### src/logic/bdsr_pkg.sv
// package for the buffer delay status register bank
// assumes a plain strobe register port with 32-bit data and byte offsets
package bdsr_pkg;
   localparam int          ADDR_W          = 8;
   localparam int          DATA_W          = 32;
   localparam int          RX_DEPTH_DEF    = 6;
   localparam int          TX_RES_W        = 16;
   localparam int          PERIOD_W        = 8;
   localparam int          SYNC_STAGES     = 3;

   localparam logic [7:0]  OFS_RX_BUF      = 8'h4c;
   localparam logic [7:0]  OFS_TX_EX       = 8'h50;
   localparam logic [7:0]  OFS_RX_EX       = 8'h54;
   localparam logic [7:0]  OFS_IRQ_STATUS  = 8'h80;
   localparam logic [7:0]  OFS_IRQ_MASK    = 8'h84;

   localparam int          POS_RESYNC      = 24;
   localparam int          POS_BYTE_DLY    = 16;
   localparam int          POS_PERIOD      = 24;
   localparam int          POS_FRESH       = 23;

   localparam int          IRQ_W           = 2;
   localparam int          IRQ_TX_NEW      = 0;
   localparam int          IRQ_RX_NEW      = 1;

   localparam logic        BIT_RST         = 1'b0;
   localparam logic [7:0]  PERIOD_RST      = 8'h00;
   localparam logic [1:0]  IRQ_RST         = 2'h0;
   localparam logic [31:0] RD_ZERO         = 32'h0000_0000;
endpackage : bdsr_pkg

### src/logic/bdsr_sync_if.sv
// interface carrying a bundle of asynchronous levels and their synchronised copy
// assumes one clock domain on the consumer side
`timescale 1ns/1ps
`default_nettype none
interface bdsr_sync_if #(parameter int W = 1);
   logic [W-1:0] raw;
   logic [W-1:0] clean;
   modport syn (input raw, output clean);
   modport usr (output raw, input clean);
endinterface : bdsr_sync_if
`default_nettype wire

### src/logic/bdsr_sync.sv
// three-stage synchroniser for a bundle of inputs from outside the clock domain
// assumes the bundle holds values that are stable for several cycles
`timescale 1ns/1ps
`default_nettype none
module bdsr_sync #(
   parameter int W = 1
) (
   input  wire logic  clk,
   input  wire logic  rst,
   input  wire logic  ce,
   bdsr_sync_if.syn   sif
);
   typedef struct packed {
      logic [W-1:0] s1;
      logic [W-1:0] s2;
      logic [W-1:0] s3;
      logic [W-1:0] out;
   } bdsr_sync_st_t;

   bdsr_sync_st_t st_r;
   bdsr_sync_st_t st_nxt;

   always_comb begin
      st_nxt    = st_r;
      st_nxt.s1 = sif.raw;
      st_nxt.s2 = st_r.s1;
      st_nxt.s3 = st_r.s2;
      // accept a change once stages two and three agree
      if (st_r.s2 == st_r.s3) begin
         st_nxt.out = st_r.s3;
      end
   end

   always_ff @(posedge clk or posedge rst) begin
      if (rst) begin
         st_r <= '0;
      end else if (ce) begin
         st_r <= st_nxt;
      end
   end

   assign sif.clean = st_r.out;
endmodule : bdsr_sync
`default_nettype wire

### src/logic/bdsr_regs.sv
// register bank for receive buffer fill level, resync control and extended delay results
// assumes status inputs come from other clock domains and new-result flags toggle per result
//
// Local design decision: strobed register access.
`timescale 1ns/1ps
`default_nettype none
// Functional notes
// - writing one to bit 24 of the receive delay register while it holds zero pulses a receive pointer resync.
// - bit 16 of the receive delay register shows the current byte-alignment delay.
// - the low field of the receive delay register shows the receive buffer fill level.
// - bits 31:24 of the transmit extended delay register hold the transmit period N.
// - bit 23 of the transmit extended delay register sets on a new result, clears on read.
// - bits 15:0 of the transmit extended delay register hold the transmit result.
// - bits 31:24 of the receive extended delay register hold the receive period.
// - bit 23 of the receive extended delay register sets on a new result, clears on read.
// - the low field of the receive extended delay register holds the receive result.
module bdsr_regs #(
   parameter int RX_DEPTH = bdsr_pkg::RX_DEPTH_DEF
) (
   input  wire logic                         SYS_CLK,
   input  wire logic                         RST,
   input  wire logic                         CE,
   input  wire logic [bdsr_pkg::ADDR_W-1:0]  ADDR,
   input  wire logic [bdsr_pkg::DATA_W-1:0]  WDATA,
   input  wire logic                         WR_STB,
   input  wire logic                         RD_STB,
   output logic      [bdsr_pkg::DATA_W-1:0]  RDATA,
   input  wire logic [RX_DEPTH-1:0]          RX_FILL_LEVEL,
   input  wire logic                         RX_BYTE_ALIGN_DELAY,
   input  wire logic                         LINE_RATE_CHANGE,
   input  wire logic [bdsr_pkg::TX_RES_W-1:0] TRANSMIT_EXTENDED_LATENCY_RESULT,
   input  wire logic                         TRANSMIT_RESULT_TOGGLE,
   input  wire logic [RX_DEPTH-1:0]          RECEIVE_EXTENDED_LATENCY_RESULT,
   input  wire logic                         RECEIVE_RESULT_TOGGLE,
   output logic [bdsr_pkg::PERIOD_W-1:0]     TX_PERIOD,
   output logic [bdsr_pkg::PERIOD_W-1:0]     RX_PERIOD,
   output logic                              RX_RESYNC,
   output logic                              IRQ
);
   localparam int SW = RX_DEPTH + 1 + 1 + 1 + bdsr_pkg::TX_RES_W + 1 + RX_DEPTH;
   // cycles until the synchronised copy reflects the pins after reset
   localparam int SETTLE_CYC = bdsr_pkg::SYNC_STAGES + 2;
   localparam int SETTLE_W   = $clog2(SETTLE_CYC + 1);

   typedef struct packed {
      logic [bdsr_pkg::PERIOD_W-1:0] tx_period;
      logic [bdsr_pkg::PERIOD_W-1:0] rx_period;
      logic                          resync_req;
      logic                          resync;
      logic                          rate_d;
      logic                          tx_tog_d;
      logic                          rx_tog_d;
      logic [SETTLE_W-1:0]           settle;
      logic                          transmit_result_fresh;
      logic                          receive_result_fresh;
      logic [bdsr_pkg::TX_RES_W-1:0] transmit_extended_latency_result;
      logic [RX_DEPTH-1:0]           receive_extended_latency_result;
      logic [bdsr_pkg::IRQ_W-1:0]    irq_stat;
      logic [bdsr_pkg::IRQ_W-1:0]    irq_mask;
      logic [bdsr_pkg::DATA_W-1:0]   rdata;
   } bdsr_st_t;

   bdsr_st_t st_r;
   bdsr_st_t st_nxt;

   logic [SW-1:0] sync_clean;

   bdsr_sync_if #(.W(SW)) sif ();

   assign sif.raw = {RX_FILL_LEVEL, RX_BYTE_ALIGN_DELAY, LINE_RATE_CHANGE,
                     TRANSMIT_RESULT_TOGGLE, TRANSMIT_EXTENDED_LATENCY_RESULT,
                     RECEIVE_RESULT_TOGGLE, RECEIVE_EXTENDED_LATENCY_RESULT};
   assign sync_clean = sif.clean;

   bdsr_sync #(.W(SW)) u_sync (
      .clk (SYS_CLK),
      .rst (RST),
      .ce  (CE),
      .sif (sif)
   );

   logic [RX_DEPTH-1:0]           s_fill;
   logic                          s_byte;
   logic                          s_rate;
   logic                          s_tx_tog;
   logic [bdsr_pkg::TX_RES_W-1:0] s_tx_res;
   logic                          s_rx_tog;
   logic [RX_DEPTH-1:0]           s_rx_res;

   assign {s_fill, s_byte, s_rate, s_tx_tog, s_tx_res, s_rx_tog, s_rx_res} = sync_clean;

   always_comb begin
      logic                             tx_new;
      logic                             rx_new;
      logic [bdsr_pkg::DATA_W-1:0]      rd;
      logic [bdsr_pkg::IRQ_W-1:0]       ev;
      logic                             warm;
      tx_new = 1'b0;
      rx_new = 1'b0;
      rd     = bdsr_pkg::RD_ZERO;
      ev     = bdsr_pkg::IRQ_RST;
      warm   = 1'b0;
      st_nxt = st_r;

      // no edge detection until the synchroniser output is valid, so a toggle
      // or rate level already high at reset release gives no false event
      warm = (st_r.settle == SETTLE_W'(SETTLE_CYC));
      if (!warm) begin
         st_nxt.settle = st_r.settle + SETTLE_W'(1);
      end

      tx_new = warm && (s_tx_tog ^ st_r.tx_tog_d);
      rx_new = warm && (s_rx_tog ^ st_r.rx_tog_d);
      st_nxt.tx_tog_d = s_tx_tog;
      st_nxt.rx_tog_d = s_rx_tog;
      st_nxt.rate_d   = s_rate;

      // read data and read-clear effects
      if (RD_STB) begin
         case (ADDR)
            bdsr_pkg::OFS_RX_BUF: begin
               rd[bdsr_pkg::POS_RESYNC]   = st_r.resync_req;
               rd[bdsr_pkg::POS_BYTE_DLY] = s_byte;
               rd[RX_DEPTH-1:0]           = s_fill;
            end
            bdsr_pkg::OFS_TX_EX: begin
               rd[bdsr_pkg::POS_PERIOD +: bdsr_pkg::PERIOD_W] = st_r.tx_period;
               rd[bdsr_pkg::POS_FRESH] = st_r.transmit_result_fresh;
               rd[bdsr_pkg::TX_RES_W-1:0] = st_r.transmit_extended_latency_result;
               st_nxt.transmit_result_fresh = 1'b0;
            end
            bdsr_pkg::OFS_RX_EX: begin
               rd[bdsr_pkg::POS_PERIOD +: bdsr_pkg::PERIOD_W] = st_r.rx_period;
               rd[bdsr_pkg::POS_FRESH] = st_r.receive_result_fresh;
               rd[RX_DEPTH-1:0] = st_r.receive_extended_latency_result;
               st_nxt.receive_result_fresh = 1'b0;
            end
            bdsr_pkg::OFS_IRQ_STATUS: begin
               rd[bdsr_pkg::IRQ_W-1:0] = st_r.irq_stat;
               st_nxt.irq_stat         = bdsr_pkg::IRQ_RST;
            end
            bdsr_pkg::OFS_IRQ_MASK: begin
               rd[bdsr_pkg::IRQ_W-1:0] = st_r.irq_mask;
            end
            default: begin
               rd = bdsr_pkg::RD_ZERO;
            end
         endcase
      end
      st_nxt.rdata = rd;

      // writes touch only the writable fields
      if (WR_STB) begin
         case (ADDR)
            bdsr_pkg::OFS_RX_BUF: begin
               st_nxt.resync_req = WDATA[bdsr_pkg::POS_RESYNC];
            end
            bdsr_pkg::OFS_TX_EX: begin
               st_nxt.tx_period = WDATA[bdsr_pkg::POS_PERIOD +: bdsr_pkg::PERIOD_W];
            end
            bdsr_pkg::OFS_RX_EX: begin
               st_nxt.rx_period = WDATA[bdsr_pkg::POS_PERIOD +: bdsr_pkg::PERIOD_W];
            end
            bdsr_pkg::OFS_IRQ_MASK: begin
               st_nxt.irq_mask = WDATA[bdsr_pkg::IRQ_W-1:0];
            end
            default: begin
               st_nxt.irq_mask = st_r.irq_mask;
            end
         endcase
      end

      // resync pulse on a rising write of the bit or on a line rate change
      st_nxt.resync = (WR_STB && ADDR == bdsr_pkg::OFS_RX_BUF &&
                       WDATA[bdsr_pkg::POS_RESYNC] && !st_r.resync_req)
                      || (warm && s_rate && !st_r.rate_d);

      // new results load, fresh flag set wins over read clear
      if (tx_new) begin
         st_nxt.transmit_extended_latency_result = s_tx_res;
         st_nxt.transmit_result_fresh            = 1'b1;
      end
      if (rx_new) begin
         st_nxt.receive_extended_latency_result = s_rx_res;
         st_nxt.receive_result_fresh            = 1'b1;
      end
      ev[bdsr_pkg::IRQ_TX_NEW] = tx_new;
      ev[bdsr_pkg::IRQ_RX_NEW] = rx_new;
      st_nxt.irq_stat = st_nxt.irq_stat | ev;
   end

   always_ff @(posedge SYS_CLK or posedge RST) begin
      if (RST) begin
         st_r <= '0;
      end else if (CE) begin
         st_r <= st_nxt;
      end
   end

   assign RDATA     = st_r.rdata;
   assign TX_PERIOD = st_r.tx_period;
   assign RX_PERIOD = st_r.rx_period;
   assign RX_RESYNC = st_r.resync;
   assign IRQ       = |(st_r.irq_stat & st_r.irq_mask);
endmodule : bdsr_regs
`default_nettype wire

### config.mk
export PLATFORM = sky130hd
export DESIGN_NAME = bdsr_regs
export DESIGN_NICKNAME = d
export VERILOG_FILES = /design/src/logic/bdsr_pkg.sv /design/src/logic/bdsr_sync_if.sv /design/src/logic/bdsr_sync.sv /design/src/logic/bdsr_regs.sv
export SDC_FILE = /design/constraint.sdc
export NUM_CORES = 1
export LEC_CHECK = 0
export BUFFER_PORTS_ARGS = -buffer_cell sky130_fd_sc_hd__buf_2
export CORE_MARGIN = 2
export CORE_UTILIZATION = 40
export CTS_CLUSTER_DIAMETER = 80
export DETAILED_ROUTE_END_ITERATION = 8
export GPL_TIMING_DRIVEN = 0
export PLACE_DENSITY = 0.62
export SLEW_MARGIN = 20
export SYNTH_ARGS = -nofsm -noshare
export SYNTH_HDL_FRONTEND = slang
export SYNTH_SLANG_ARGS = --single-unit
### constraint.sdc
create_clock -name SYS_CLK -period 8.4 [get_ports SYS_CLK]
set_input_delay 0.84 -clock SYS_CLK [delete_from_list [all_inputs] [get_ports SYS_CLK]]
set_output_delay 0.84 -clock SYS_CLK [all_outputs]
set_load 0.02 [all_outputs]
-- Word-level counts from Yosys, hierarchy flattened
Index checks and enable logic that the tools add are counted.
- register bits: 212
- input port bits: 77
- output and inout port bits: 50
- word-level logic and storage cells: 72
- add/sub/neg operators: 1
- equal/unequal tests: 7
- multiplexer cells: 15
- bitwise gates (word level): 5
- reductions and logical operators: 25
- operators by type and width (kind ; number):
    $eq A32 B32 Y1 ; 1
    $mux W32 ; 1
    $eq A8 B7 Y1 const B ; 3
    $reduce_and A3 Y1 ; 6
    $eq A8 B8 Y1 const B ; 2
    $pmux W7 S2 ; 1
    $pmux W4 S3 ; 1
    $mux W10 ; 1
    $pmux W2 S5 ; 1
    $reduce_and A2 Y1 ; 4
    $reduce_bool A2 Y1 ; 4
    $logic_and A1 B1 Y1 ; 7
    $mux W2 ; 3
    $mux W1 ; 5
    $add A3 B1 Y3 const B ; 1
    $eq A3 B3 Y1 const B ; 1
    $pmux W1 S3 ; 1
    $and A2 B2 Y2 ; 1
    $logic_not A1 Y1 ; 2
    $or A2 B2 Y2 ; 1
    $pmux W1 S2 ; 1
    $reduce_or A2 Y1 ; 1
    $xor A1 B1 Y1 ; 2
    $logic_or A1 B1 Y1 ; 1
    $not A1 Y1 ; 1

-- Longest topological paths before layout
- depth after elaboration: 5
- gate-level depth with buffers: 6
- mapped depth without buffers: 6

-- Hierarchy
Synthesis repeated with hierarchy kept, for this count alone.
- cells, all modules: 645
- area total of the unflattened synthesis: 9161.3 µm²
- by module, submodules not included (module ; times used ; cells each ; area each (µm²) ; sequential area each (µm²)):
    bdsr_sync ; 1 ; 353 ; 5446.5 ; 3203.1
    bdsr_regs ; 1 ; 292 ; 3714.8 ; 1951.9

-- Worst setup path after synthesis
Ideal clock, no wire load.
- path kind: input port to flip-flop
- start: in ADDR[3] in the netlist's numbering
- end: reg st_r, in the netlist TX_PERIOD[0]
- library setup time: 0.125 ns
- arrival: 2.092 ns
- data required time: 8.275 ns
- path slack: 6.183 ns
- cell stages on the path: 4
- buffers on the path: 0
- cell sequence: nor4b_4 > nand2_4 > nor3_4 > mux2_2
- word-level cells in the longest chain between the ends: 2
- RTL lines (element ; line ; RTL):
    start, declared ; bdsr_regs.sv:23 ; input wire logic [bdsr_pkg::ADDR_W-1:0] ADDR,
    $eq A8 B7 Y1 ; bdsr_regs.sv:154 ; case (ADDR)
    $reduce_and A3 Y1 (no source line) ; - ;
    end signal, assigned ; bdsr_regs.sv:196 ; st_r <= st_nxt;
    end, declared ; bdsr_regs.sv:63 ; bdsr_st_t st_r;
Every way passes these cells.
A chain may end at the register's enable or synchronous reset.

==> flow_metrics.tcl <==
set metrics [dict create \
    status "completed" \
    worstSetupStartpointType "primary input" \
    port-buffer-count 97 \
    setup.worst_path.class "primary input to register" \
    nFillCells 1921 \
    drc 0 \
    seqPwrFrac_pct 50.4 \
    syn_area_per_cell_um2 13.9 \
    finClkSkew_ns 0.00900 \
    areaGrowthSynthToFinish_pct 17.8 \
    routedLengthMet1_um 8490 \
    irDropWorstVdd_v 0.000137 \
    gp_congestion 0.765 \
    critPathMaxFanout 11 \
    grt_start_max_net_pins 105 \
    slowest_stage "clkbuf_1" \
    fin_nets 837 \
    combPwrFrac_pct 10.2 \
    slowest_delay_ns 0.47 \
    grt_pass1_wl_um 29700 \
    tns_ns 0 \
    clockBufferDepth 3 \
    drt-initial-drc-count 252 \
    ioPinCount 127 \
    drive_above_1_share_pct 48.5 \
    ys_top_cells_by_area "dfrtp_1 (59%), mux2_2 (22%), buf_4 (4.1%)" \
    holdBufCountCts 0 \
    grt_antenna_before_repair 0 \
    cp_data_required_time_ns 8.81 \
    crit_top_cell "buf_2" \
    die_x_um 152 \
    drv_cap 0 \
    p_clk_share_pct 39.4 \
    swShare_pct 24.1 \
    fin_util_pct 47.7 \
    seqCellArea_mm2 0.00515 \
    wl_met3_um 794 \
    synth-edff-count 0 \
    fin_crit_sh_pct 27.5 \
    grt.overflow.total 0 \
    worstSkewPairLatency_ns 0.50 \
    synth_cell_types 41 \
    firstDrtPassIters 4 \
    tightest_slew_ns 0.757 \
    ys_warn_count 0 \
    reg2reg_depth 6 \
    switching_power_uw 551 \
    start_util_pct 40.5 \
    cp_data_arrival_time_ns 2.72 \
    intPower_mw 1.73 \
    synth-seq-cells 206 \
    seq_area_frac_synth_pct 58.7 \
    postCtsSetupRepairBufs 0 \
    final_cell_area_mm2 0.0103 \
    critPathTopFamily "buffers and inverters" \
    synthTopCellsByCount "dfrtp_1 (206), mux2_2 (175), buf_4 (48), xnor2_1 (31), inv_1 (30)" \
    fp.dieH_um 152 \
    cp.buffers_inverters 3 \
    cts_tree "built" \
    vias 5113 \
    maxSlewViolCount 0 \
    slew_headroom_pct 49.5 \
    fin_crit_ns 2.31 \
    totalWireLength_um 17600 \
    dr.max_layer_used "met4" \
    postCtsResizedCells 0 \
    critPathCaptureType "register" \
    synth.top_cell.area_share_pct 58.7 \
    clock_sinks 206 \
    setup_slack_ns 6.09 \
    min_path_type "primary input to async pin" \
    coreArea_mm2 0.0217 \
    fmax_ghz 0.433 \
    grt_usage_pct 15.7 \
    ys.flop_type "dfrtp_1" \
    ant_nets 0 \
    synthArstFlopShare_pct 100 \
    leakagePower_nw 4.95 \
    dp_slack_ns 5.55 \
    cp.depth 7 \
    syn-cell-area_mm2 0.00878 \
    cts-root-buf "clkbuf_16" \
    finalHoldViolCount 0 \
    yosysMostFrequentCell "dfrtp_1" \
    yosysTopAreaCell "dfrtp_1" \
    dieArea_mm2 0.0232 \
    hpwlAfterDp_um 12900 \
    wl_met2_um 7840 \
    post_drt_via_cell_ratio 4.86 \
    cellPowerDensity_mw_per_mm2 221 \
    detail_route.wl_per_cell_um 16.8 \
    path_cells "buf_2 > clkbuf_1 > buf_2 > nand3_1 > nor2_2 > a22oi_1 > o21ai_0" \
    cts_max_level 1 \
    postSynthCellCount 631 \
    placement.cell_area_mm2 0.00967 \
    grt_pass1_vias 5491 \
    cts_buffers 22 \
    rsz0062_at_grt "false" \
    num_rows 54 \
    multiInputGateArea_mm2 0.00304 \
    setup_viol 0 \
    path_clk_slew_ns 0.06 \
]
## sequential cells by signal, summed over array words and instances (netlist names)
name,cells
RX_PERIOD,8
RDATA,26
st_r,35
u_sync.st_r,32
u_sync.sif.clean,32
TX_PERIOD,8
u_sync.st_nxt,64
RX_RESYNC,1
## area by class of cell
| cell class | count | area share (%) |
|---|---|---|
| antenna | 1 | 0.0242 |
| buffer | 71 | 4.78 |
| clock buffer | 35 | 6.38 |
| clock inverter | 2 | 0.0967 |
| inverter | 30 | 1.16 |
| multi-input combinational | 329 | 29.4 |
| sequential | 206 | 49.8 |
| tap | 280 | 3.39 |
| timing repair buffer | 98 | 4.96 |
## cells by family after synthesis
logic type	count (synthesis)	synth area share [%]
AND/OR/NAND/NOR	53	3.83
AO/OA/AOI/OAI	52	3.62
buffers and inverters	101	6.91
other	1	0.0427
adder cells (fa/ha/maj)	2	0.285
XOR/XNOR	35	3.49
flip-flops	206	58.7
multiplexers	181	23.1
## power by group through the flow
stage / clock, mW / combinational (mW) / sequential [mW]
3_5_place_dp: 0 / 0.237 / 1.17
3_3_place_gp: 0 / 0.222 / 1.16
5_1_grt: 0.972 / 0.257 / 1.16
6_report: 0.900 / 0.232 / 1.15
2_1_floorplan: 0 / 0.178 / 1.14
4_1_cts: 0.922 / 0.238 / 1.15
## cells in the final DEF (no fill, tap or decap), types with 3 or more instances in the layout
master,synthesis,layout
a21oi_1,3,3
a22oi_1,13,13
buf_2,8,105
buf_4,48,48
buf_6,5,5
clkbuf_1,10,18
clkbuf_16,0,23
clkbuf_8,0,4
conb_1,1,6
dfrtp_1,206,206
inv_1,30,29
mux2_2,175,175
mux2i_1,4,4
nand2_1,16,16
nand3_1,6,6
nand4_1,7,7
nor2_1,3,3
o21ai_0,20,20
o22ai_1,11,11
xnor2_1,31,31
xor2_1,4,4
## path summary, 6_finish.rpt
kind	startpoint	endpoint	slack, ns
worst max-delay path	CE	RDATA[26]	6.09
worst min-delay path	RST	RDATA[8]	0.43
worst max register to register	st_r[61]	st_r[45]	6.15
worst min register to register	st_r[52]	RDATA[10]	0.48
max in group asynchronous	RST	u_sync.st_r[58]	7.02
min in group SYS_CLK	st_r[52]	RDATA[10]	0.48
## metrics by stage
step           std cells  hold slack [ns]  power (mW)
3_5_place_dp        1014            0.468        1.41
3_3_place_gp        1013            0.469        1.38
6_report            1052            0.427        2.28
5_1_grt             1051            0.502        2.39
2_1_floorplan        636            0.445        1.32
4_1_cts             1051            0.481        2.31
## layer usage
metal,GRT usage (%),up-vias
met3,2.79,34
met5,0,-
met2,24.6,129
met4,5.12,0
li1,-,2405
met1,22.3,2545
No activity file was read; power rests on OpenSTA's default activity.
